[src/verilog/sdc_defines.svh]
`ifndef SDC_DEFINES_SVH
`define SDC_DEFINES_SVH

// Frame geometry
`define SDC_FRAME_BITS 24
`define SDC_CNT_W 5
`define SDC_CNT_MAX 5'h1f

// Input register fields
`define SDC_BIT_SEL 0
`define SDC_BIT_DRV_LO 1
`define SDC_BIT_DRV_HI 17
`define SDC_BIT_CM_LO 18
`define SDC_BIT_CM_HI 19
`define SDC_BIT_SUPPLY_LATCH 20
`define SDC_BIT_RETRY_DUTY 21
`define SDC_BIT_CLEAR 22
`define SDC_BIT_ENABLE 23

// Status register fields
`define SDC_ST_FAULT 0
`define SDC_ST_OC_LO 1
`define SDC_ST_OC_HI 17
`define SDC_ST_NOT_READY 18
`define SDC_ST_TW 19
`define SDC_ST_TSD 20
`define SDC_ST_UV 21
`define SDC_ST_OV 22
`define SDC_ST_ALWAYS1 23
`define SDC_ST_FLAG_LO 1
`define SDC_ST_FLAG_HI 22

// Widths and reset values
`define SDC_DRV_N 17
`define SDC_OL_N 22
`define SDC_EVT_N 43
`define SDC_WORD_RST 24'h000000

// Timing
`define SDC_CLK_NS 10
`define SDC_STARTUP_NS 1000
`define SDC_STARTUP_CYC ((`SDC_STARTUP_NS + `SDC_CLK_NS - 1) / `SDC_CLK_NS)
`define SDC_STARTUP_W 8

`endif

[src/verilog/sdc_pkg.sv]
package sdc_pkg;
    typedef logic [23:0] sdc_word_t;
    typedef enum logic [0:0] {
        sdc_idle = 1'b0,
        sdc_frame = 1'b1
    } sdc_state_t;
endpackage

[src/verilog/sdc_sync.sv]
module sdc_sync #(
    parameter int W = 1
) (
    input wire logic clk_sys,
    input wire logic rst_n,
    input wire logic [W-1:0] async_in,
    output logic [W-1:0] sync_out
);
    logic [W-1:0] meta_q;
    logic [W-1:0] meta_d;
    logic [W-1:0] sync_q;
    logic [W-1:0] sync_d;

    // Two-stage capture, first stage read only by second
    always_comb begin
        meta_d = async_in;
        sync_d = meta_q;
    end

    always_ff @(posedge clk_sys) begin
        if (!rst_n) begin
            meta_q <= '0;
            sync_q <= '0;
        end else begin
            meta_q <= meta_d;
            sync_q <= sync_d;
        end
    end

    assign sync_out = sync_q;
endmodule // sdc_sync

[src/verilog/sdc_fault.sv]
`include "sdc_defines.svh"

module sdc_fault (
    input wire logic clk_sys,
    input wire logic rst_n,
    input wire logic [`SDC_DRV_N-1:0] oc_set,
    input wire logic tw_set,
    input wire logic tsd_set,
    input wire logic uv_set,
    input wire logic ov_set,
    input wire logic [`SDC_OL_N-1:0] ol_set,
    input wire logic not_ready,
    input wire logic clear,
    output sdc_pkg::sdc_word_t st0,
    output sdc_pkg::sdc_word_t st1,
    output logic fault
);
    import sdc_pkg::*;

    logic [`SDC_DRV_N-1:0] oc_q, oc_d;
    logic [`SDC_OL_N-1:0] ol_q, ol_d;
    logic tw_q, tw_d, tsd_q, tsd_d, uv_q, uv_d, ov_q, ov_d;

    // Sticky flags, a live event beats a clear
    always_comb begin
        oc_d = (oc_q & ~{`SDC_DRV_N{clear}}) | oc_set;
        ol_d = (ol_q & ~{`SDC_OL_N{clear}}) | ol_set;
        tw_d = (tw_q & ~clear) | tw_set;
        tsd_d = (tsd_q & ~clear) | tsd_set;
        uv_d = (uv_q & ~clear) | uv_set;
        ov_d = (ov_q & ~clear) | ov_set;
    end

    always_ff @(posedge clk_sys) begin
        if (!rst_n) begin
            oc_q <= '0;
            ol_q <= '0;
            tw_q <= 1'b0;
            tsd_q <= 1'b0;
            uv_q <= 1'b0;
            ov_q <= 1'b0;
        end else begin
            oc_q <= oc_d;
            ol_q <= ol_d;
            tw_q <= tw_d;
            tsd_q <= tsd_d;
            uv_q <= uv_d;
            ov_q <= ov_d;
        end
    end

    // Status word assembly and fault summary
    always_comb begin
        st0 = `SDC_WORD_RST;
        st1 = `SDC_WORD_RST;
        st0[`SDC_ST_OC_HI:`SDC_ST_OC_LO] = oc_q;
        st0[`SDC_ST_NOT_READY] = not_ready;
        st0[`SDC_ST_TW] = tw_q;
        st0[`SDC_ST_TSD] = tsd_q;
        st0[`SDC_ST_UV] = uv_q;
        st0[`SDC_ST_OV] = ov_q;
        st0[`SDC_ST_ALWAYS1] = 1'b1;
        st1[`SDC_ST_FLAG_HI:`SDC_ST_FLAG_LO] = ol_q;
        fault = (|st0[`SDC_ST_FLAG_HI:`SDC_ST_FLAG_LO]) | (|st1[`SDC_ST_FLAG_HI:`SDC_ST_FLAG_LO]);
        st0[`SDC_ST_FAULT] = fault;
        st1[`SDC_ST_FAULT] = fault;
    end
endmodule // sdc_fault

[src/verilog/sdc_top.sv]
// Contract
// - Mode 0: sample rising, change falling
// - Words travel least significant bit first
// - Chip select low drives fault bit out
// - Fault bit combines status bits 1-22
// - Output released while chip select high
// - Frame spans chip select low period
// - Input bits shift into 24-bit register
// - Commit only on exactly 24 pulses
// - First rising edge loads status word
// - Bit 0 selects register pair
// - Bits 1-17 switch drivers
// - Bit 23 active, zero means standby
// - Reset starts in standby
// - Bits 18-19 select current monitor
// - Bit 22 clears both status registers
// - Overcurrent disables its driver (code leaves it on while its retry enable bit in register 1 is set)
// - Thermal shutdown releases all drivers
// - Status 0 bit 23 reads one
// - Supply fault flags and deactivates outputs
// - Bit 20 holds outputs off after recovery
// - Bit 21 picks retry duty
`include "sdc_defines.svh"

module sdc_top (
    input wire logic clk_sys,
    input wire logic rst_n,
    input wire logic chip_select_n,
    input wire logic serial_clk,
    input wire logic serial_in,
    output logic serial_out,
    output logic serial_out_oe_n,
    input wire logic [`SDC_DRV_N-1:0] overcurrent_evt,
    input wire logic temp_warn_evt,
    input wire logic thermal_shutdown_evt,
    input wire logic undervoltage_evt,
    input wire logic overvoltage_evt,
    input wire logic [`SDC_OL_N-1:0] openload_evt,
    output logic [`SDC_DRV_N-1:0] driver_on,
    output logic [1:0] current_monitor_output,
    output logic overcurrent_retry_duty,
    output logic [`SDC_DRV_N-1:0] overcurrent_retry_en,
    output logic active_mode
);
    import sdc_pkg::*;

    logic [2:0] link_s;
    logic [`SDC_EVT_N-1:0] evt_s;
    logic csn_s, sck_s, sdi_s;
    logic csn_prev_q, csn_prev_d, sck_prev_q, sck_prev_d;
    logic csn_fall, csn_rise, sck_rise, sck_fall;
    sdc_state_t state_q, state_d;
    logic [`SDC_CNT_W-1:0] cnt_q, cnt_d;
    sdc_word_t shin_q, shin_d, shout_q, shout_d;
    sdc_word_t ctrl0_q, ctrl0_d, ctrl1_q, ctrl1_d;
    sdc_word_t st0, st1;
    logic loaded_q, loaded_d;
    logic sdo_q, sdo_d, oe_n_q, oe_n_d;
    logic active_q, active_d;
    logic [`SDC_STARTUP_W-1:0] nr_q, nr_d;
    logic not_ready, fault, commit, clear;
    logic [`SDC_DRV_N-1:0] drv_q, drv_d;
    logic [`SDC_DRV_N-1:0] oc_flags, retry_en;
    logic tsd_flag, supply_block;

    // Link pins and fault events cross into clk_sys
    sdc_sync #(.W(3)) u_link_sync (
        .clk_sys(clk_sys),
        .rst_n(rst_n),
        .async_in({~chip_select_n, serial_clk, serial_in}), // Select inverted so reset flushes to idle
        .sync_out(link_s)
    );

    sdc_sync #(.W(`SDC_EVT_N)) u_evt_sync (
        .clk_sys(clk_sys),
        .rst_n(rst_n),
        .async_in({overcurrent_evt, temp_warn_evt, thermal_shutdown_evt, undervoltage_evt,
                   overvoltage_evt, openload_evt}),
        .sync_out(evt_s)
    );

    // Status flags and fault summary
    sdc_fault u_fault (
        .clk_sys(clk_sys),
        .rst_n(rst_n),
        .oc_set(evt_s[`SDC_EVT_N-1 -: `SDC_DRV_N]),
        .tw_set(evt_s[`SDC_OL_N+3]),
        .tsd_set(evt_s[`SDC_OL_N+2]),
        .uv_set(evt_s[`SDC_OL_N+1]),
        .ov_set(evt_s[`SDC_OL_N]),
        .ol_set(evt_s[`SDC_OL_N-1:0]),
        .not_ready(not_ready),
        .clear(clear),
        .st0(st0),
        .st1(st1),
        .fault(fault)
    );

    // Edge detection on synchronised link signals
    always_comb begin
        csn_s = ~link_s[2];
        sck_s = link_s[1];
        sdi_s = link_s[0];
        csn_prev_d = csn_s;
        sck_prev_d = sck_s;
        csn_fall = csn_prev_q & ~csn_s;
        csn_rise = ~csn_prev_q & csn_s;
        sck_rise = ~sck_prev_q & sck_s & ~csn_s;
        sck_fall = sck_prev_q & ~sck_s & ~csn_s;
    end

    always_ff @(posedge clk_sys) begin
        if (!rst_n) begin
            csn_prev_q <= 1'b1;
            sck_prev_q <= 1'b0;
        end else begin
            csn_prev_q <= csn_prev_d;
            sck_prev_q <= sck_prev_d;
        end
    end

    // Frame engine: shift in, shift out, count pulses
    always_comb begin
        state_d = state_q;
        cnt_d = cnt_q;
        shin_d = shin_q;
        shout_d = shout_q;
        loaded_d = loaded_q;
        sdo_d = sdo_q;
        oe_n_d = csn_s;
        commit = 1'b0;
        unique case (state_q)
            sdc_idle: begin
                if (csn_fall) begin
                    state_d = sdc_frame;
                    cnt_d = '0;
                    loaded_d = 1'b0;
                end
                sdo_d = fault;
            end
            sdc_frame: begin
                if (csn_rise) begin
                    state_d = sdc_idle;
                    commit = (cnt_q == `SDC_CNT_W'(`SDC_FRAME_BITS));
                end else begin
                    if (sck_rise) begin
                        shin_d = {sdi_s, shin_q[`SDC_FRAME_BITS-1:1]};
                        if (cnt_q != `SDC_CNT_MAX) begin
                            cnt_d = cnt_q + `SDC_CNT_W'(1);
                        end
                        if (!loaded_q) begin
                            shout_d = sdi_s ? st1 : st0;
                            loaded_d = 1'b1;
                        end
                    end
                    if (sck_fall && loaded_q) begin
                        shout_d = {1'b0, shout_q[`SDC_FRAME_BITS-1:1]};
                        sdo_d = shout_q[1];
                    end else if (!loaded_q) begin
                        sdo_d = fault;
                    end
                end
            end
        endcase
    end

    always_ff @(posedge clk_sys) begin
        if (!rst_n) begin
            state_q <= sdc_idle;
            cnt_q <= '0;
            shin_q <= `SDC_WORD_RST;
            shout_q <= `SDC_WORD_RST;
            loaded_q <= 1'b0;
            sdo_q <= 1'b0;
            oe_n_q <= 1'b1;
        end else begin
            state_q <= state_d;
            cnt_q <= cnt_d;
            shin_q <= shin_d;
            shout_q <= shout_d;
            loaded_q <= loaded_d;
            sdo_q <= sdo_d;
            oe_n_q <= oe_n_d;
        end
    end

    // Register commit, standby and start-up timer
    always_comb begin
        ctrl0_d = ctrl0_q;
        ctrl1_d = ctrl1_q;
        active_d = active_q;
        nr_d = (nr_q != '0) ? nr_q - `SDC_STARTUP_W'(1) : nr_q;
        clear = 1'b0;
        if (commit) begin
            if (shin_q[`SDC_BIT_SEL]) begin
                ctrl1_d = shin_q;
            end else begin
                ctrl0_d = shin_q;
            end
            clear = shin_q[`SDC_BIT_CLEAR];
            if (shin_q[`SDC_BIT_ENABLE]) begin
                active_d = 1'b1;
                if (!active_q) begin
                    nr_d = `SDC_STARTUP_W'(`SDC_STARTUP_CYC);
                end
            end else begin
                active_d = 1'b0;
                ctrl0_d = `SDC_WORD_RST;
                ctrl1_d = `SDC_WORD_RST;
                nr_d = '0;
                clear = 1'b1;
            end
        end
        not_ready = (nr_q != '0);
    end

    always_ff @(posedge clk_sys) begin
        if (!rst_n) begin
            ctrl0_q <= `SDC_WORD_RST;
            ctrl1_q <= `SDC_WORD_RST;
            active_q <= 1'b0;
            nr_q <= '0;
        end else begin
            ctrl0_q <= ctrl0_d;
            ctrl1_q <= ctrl1_d;
            active_q <= active_d;
            nr_q <= nr_d;
        end
    end

    // Protection gating: per-driver overcurrent and retry, thermal and supply shared by all drivers
    always_comb begin
        oc_flags = st0[`SDC_ST_OC_HI:`SDC_ST_OC_LO];
        retry_en = ctrl1_q[`SDC_BIT_DRV_HI:`SDC_BIT_DRV_LO];
        tsd_flag = st0[`SDC_ST_TSD];
        supply_block = evt_s[`SDC_OL_N+1] | evt_s[`SDC_OL_N]
            | (ctrl0_q[`SDC_BIT_SUPPLY_LATCH] & (st0[`SDC_ST_UV] | st0[`SDC_ST_OV]));
    end

    // Per-driver enable
    genvar gi;
    generate
        for (gi = 0; gi < `SDC_DRV_N; gi++) begin : g_drv
            assign drv_d[gi] = active_q & ~not_ready & ctrl0_q[`SDC_BIT_DRV_LO+gi]
                & ~(oc_flags[gi] & ~retry_en[gi])
                & ~tsd_flag & ~supply_block;
        end
    endgenerate

    always_ff @(posedge clk_sys) begin
        if (!rst_n) begin
            drv_q <= '0;
        end else begin
            drv_q <= drv_d;
        end
    end

    // Outputs, all from flip-flops
    assign serial_out = sdo_q;
    assign serial_out_oe_n = oe_n_q;
    assign driver_on = drv_q;
    assign current_monitor_output = ctrl0_q[`SDC_BIT_CM_HI:`SDC_BIT_CM_LO];
    assign overcurrent_retry_duty = ctrl0_q[`SDC_BIT_RETRY_DUTY];
    assign overcurrent_retry_en = ctrl1_q[`SDC_BIT_DRV_HI:`SDC_BIT_DRV_LO];
    assign active_mode = active_q;
endmodule // sdc_top

[config.mk]
export PLATFORM = sky130hd
export DESIGN_NAME = sdc_top
export DESIGN_NICKNAME = d
export VERILOG_FILES = /design/src/verilog/sdc_pkg.sv /design/src/verilog/sdc_sync.sv /design/src/verilog/sdc_fault.sv /design/src/verilog/sdc_top.sv
export VERILOG_INCLUDE_DIRS = /design/src /design/src/verilog
export SDC_FILE = /design/constraint.sdc
export NUM_CORES = 1
export LEC_CHECK = 0
export ABC_AREA = 1
export BUFFER_PORTS_ARGS = -buffer_cell sky130_fd_sc_hd__buf_2
export CORE_ASPECT_RATIO = 0.9
export CORE_MARGIN = 2
export CORE_UTILIZATION = 48
export CTS_CLUSTER_SIZE = 14
export DETAILED_ROUTE_END_ITERATION = 8
export PLACE_DENSITY = 0.67
export SETUP_SLACK_MARGIN = 0.2
export SYNTH_ARGS = -nofsm -noshare
export SYNTH_HDL_FRONTEND = slang
export SYNTH_SLANG_ARGS = --single-unit
[constraint.sdc]
create_clock -name clk_sys -period 2.2 [get_ports clk_sys]
set_input_delay 0 -clock clk_sys [delete_from_list [all_inputs] [get_ports clk_sys]]
set_output_delay 0 -clock clk_sys [all_outputs]
set_load 0.005 [all_outputs]
==> results.yml <==
die:
  die_y_um: 134
  core_mm2: 0.0184
  io_pins: 88
  die_w_um: 149
  die_area_mm2: 0.0199
  rows: 47
  start_util_pct: 49.1
cells_and_area:
  finalNonFillerCells: 1547
  areaGrowthSynthToFinish_pct: 22.6
  final_util_pct: 60.2
  fillers: 1596
  drive_above_1_share_pct: 12.5
  stdcell_area_mm2: 0.0111
  nets: 1338
  antennaDiodeCount: 0
critical_path:
  worstReg2RegEnd: "ctrl1_q[2]$_SDFFE_PN0P_"
  worst-path-max-fanout: 11
  end_kind: "register"
  regToRegSetupSlack_ns: 0.37
  r2r_cells: 8
  worstSetupStartpointType: "register"
  crit_arrival_ns: 2.28
  setup.worst_path.class: "register to register"
  required_ns: 2.66
  critPathLaunch: "cnt_q[0]$_SDFFE_PN0P_"
  crit_path_end: "ctrl1_q[2]$_SDFFE_PN0P_"
  reg2reg_from: "cnt_q[0]$_SDFFE_PN0P_"
yosys:
  ys_warn_count: 0
  ys_ff_latch: 256
  synth_mux_area_share_pct: 0
  synth.cell_area_mm2: 0.00903
  synth.avg_cell_area_um2: 7.79
  synth_simple_gate_area_share_pct: 20.2
  synth_fa_ha_area_share_pct: 0.554
  synth_compound_area_share_pct: 12.7
  synth_top_family_by_area: "simple AND/OR/NAND/NOR gates"
  synth_cells: 1159
  synth_nets: 1211
  yosysSeqAreaShare_pct: 56.8
  synth_cell_type_count: 30
  synth_xor_area_share_pct: 0.291
clock_tree:
  cts_buffers: 26
  cts_tree: "done"
  cts.sinks: 256
  htree_num_levels: 1
  clockBufferDepth: 3
  cts.clk_slew.worst_paths_ns: 0.06
  root_buffer: "clkbuf_16"
  insertion_delay_ns: 0.53
timing:
  fin_crit_ns: 1.83
  hold_viol: 0
  fmax_ghz: 0.547
  min_period_over_period_pct: 83.1
  setup_viol: 0
  worst_pin_slew_ns: 0.622
  slew_headroom_pct: 58.4
  whs_ns: 0.180
  rsz0062_at_grt: "false"
  fin_skew_ns: 0.0125
  timing.final.ws_setup_ns: 0.371
  slew_viol_final: 0
  finalSetupTns_ns: 0
drt:
  drt-total-wl_um: 20500
  vias: 7382
  drc: 0
  vias_per_cell: 4.77
  first_iter_violations: 525
  dr.pass1.iters: 5
  ant_nets: 0
  avgRoutedWirePerCell_um: 13.3
global_route:
  grt.overflow.total: 0
  grt.total_usage_pct: 20.4
  grt_antenna_before_repair: 0
  grt_max_degree: 112
  grt_pass1_wl_um: 33100
  grt_pass1_vias: 6598
placement:
  port_buffers: 87
  hpwl_um: 13300
  place_ws_ns: 0.200
  dp_cells: 1452
  finalWeightedCongestion: 0.839
  place_area_mm2: 0.00968
power_and_ir_drop:
  seqPwrFrac_pct: 48.4
  pwr_density_cell_mw_per_mm2: 917
  power.internal_mw: 7.81
  leakage_nw: 5.11
  power_switching_share_pct: 23.1
  finalPower_mw: 10.2
  netSwitchingPower_mw: 2.34
  ir_drop_mv: 0.561
  clkPwrFrac_pct: 43.6
  combPwrFrac_pct: 8.0
hold_path:
  hp-class: "input pin to register"
outcome:
  status: "finished, final reports clean"
run:
  maxCapViolCount: 0
==> layout by cell type (no fill, tap or decap), drive strengths merged, types with 4 or more instances in the layout <==
cell type,Yosys,final
o22ai,7,7
dlygate4sd3,0,49
o211ai,11,11
clkbuf,40,32
nand3,42,42
dfxtp,256,256
nor3,11,11
clkinv,1,7
a21oi,124,124
buf,17,107
ha,4,4
inv,161,163
nand2,281,281
o21ai,78,78
nor2,117,117
==> power groups by stage <==
| stage | clock [mW] | combinational [mW] | sequential (mW) |
|---|---|---|---|
| global placement | 0 | 0.717 | 5.01 |
| detailed placement | 0 | 0.730 | 5.01 |
| CTS | 4.52 | 0.804 | 4.91 |
| floorplan | 0 | 0.535 | 4.98 |
| finish | 4.43 | 0.808 | 4.91 |
| global route | 4.71 | 0.934 | 4.93 |
==> registers in the layout (all words and copies together), names as in the netlist, 8 cells and up <==
signal and cells:
u_evt_sync.meta_q 43, u_fault.ol_q 22, shin_q 24, shout_q 23, u_evt_sync.sync_out 43, driver_on 17, u_fault.oc_q 17, nr_q 8
ctrl0_q 21, ctrl1_q 17
==> timing repair <==
action / in CTS / in global routing
hold endpoints to repair: 73 / 0
pin swaps: 0 / 1
endpoints found under the setup margin: 2 / 10
buffers inserted: 0 / 2
resized for setup: 1 / 1
hold buffers: 49 / 0
==> routing by layer <==
metal / track usage, % / wire, µm
met1: 29.4 / 9860
met2: 32.0 / 9030
met3: 4.05 / 1290
met4: 4.23 / 355
met5: 0 / 0
==> critical path: stages (launching register included) <==
cell and delay (ns):
dfxtp_1 0.33, inv_1 0.09, ha_1 0.18, nand2_1 0.09
nor3_4 0.31, inv_2 0.12, nor2_4 0.27, inv_1 0.18
o21ai_0 0.19
==> worst min-delay path by stage <==
stage / start / to / slack [ns] / depth (start not counted)
after floorplan: chip_select_n / u_link_sync.meta_q[2]$_SDFF_PN0_ / 0.07 / 1
after global placement: overcurrent_evt[3] / u_evt_sync.meta_q[29]$_SDFF_PN0_ / 0.18 / 3
after detailed placement: openload_evt[6] / u_evt_sync.meta_q[6]$_SDFF_PN0_ / 0.18 / 3
after CTS: openload_evt[6] / u_evt_sync.meta_q[6]$_SDFF_PN0_ / 0.16 / 4
after global routing: overcurrent_evt[5] / u_evt_sync.meta_q[31]$_SDFF_PN0_ / 0.17 / 4
final: openload_evt[8] / u_evt_sync.meta_q[8]$_SDFF_PN0_ / 0.18 / 4
==> cell type report <==
cell class / instances / area [µm²] / share of cell area (%)
sequential: 256 / 5120 / 46.3
clock buffer: 32 / 713 / 6.44
clock inverter: 12 / 166 / 1.50
multi-input combinational: 684 / 3060 / 27.7
tap: 245 / 307 / 2.77
inverter: 162 / 608 / 5.49
timing repair buffer: 156 / 1090 / 9.85
==> kinds of logic after synthesis <==
logic type	count (synthesis)
buffers and inverters	219
XOR/XNOR	3
adder cells (fa/ha/maj)	4
AND/OR/NAND/NOR	457
AO/OA/AOI/OAI	220
flip-flops	256
==> synthesized netlist by cell type <==
| cell | count | area share (%) |
|---|---|---|
| a21oi_1 | 124 | 6.9 |
| clkbuf_2 | 1 | 0.055 |
| inv_1 | 159 | 6.6 |
| nor3_4 | 1 | 0.18 |
| o21ai_1 | 7 | 0.39 |
| dfxtp_1 | 256 | 57 |
| nor2_2 | 3 | 0.21 |
| buf_6 | 1 | 0.12 |
| nor2_1 | 113 | 4.7 |
| nand2_2 | 2 | 0.14 |
| buf_1 | 3 | 0.12 |
| o21ai_0 | 70 | 3.9 |
| or2_2 | 2 | 0.14 |
| nand2_1 | 279 | 12 |
| nor3_1 | 10 | 0.55 |
| inv_2 | 2 | 0.083 |
| nor4_1 | 2 | 0.14 |
| nand3_1 | 42 | 2.3 |
| nor2_4 | 1 | 0.12 |
| buf_2 | 10 | 0.55 |
| clkbuf_1 | 39 | 1.6 |
| xor2_1 | 3 | 0.29 |
| o21ai_2 | 1 | 0.097 |
| buf_4 | 3 | 0.25 |
| nand4_1 | 2 | 0.14 |
| ha_1 | 4 | 0.55 |
| o211ai_2 | 1 | 0.14 |
| clkinv_1 | 1 | 0.042 |
| o211ai_1 | 10 | 0.83 |
| o22ai_1 | 7 | 0.48 |
Power figures use the tool's default switching activity.
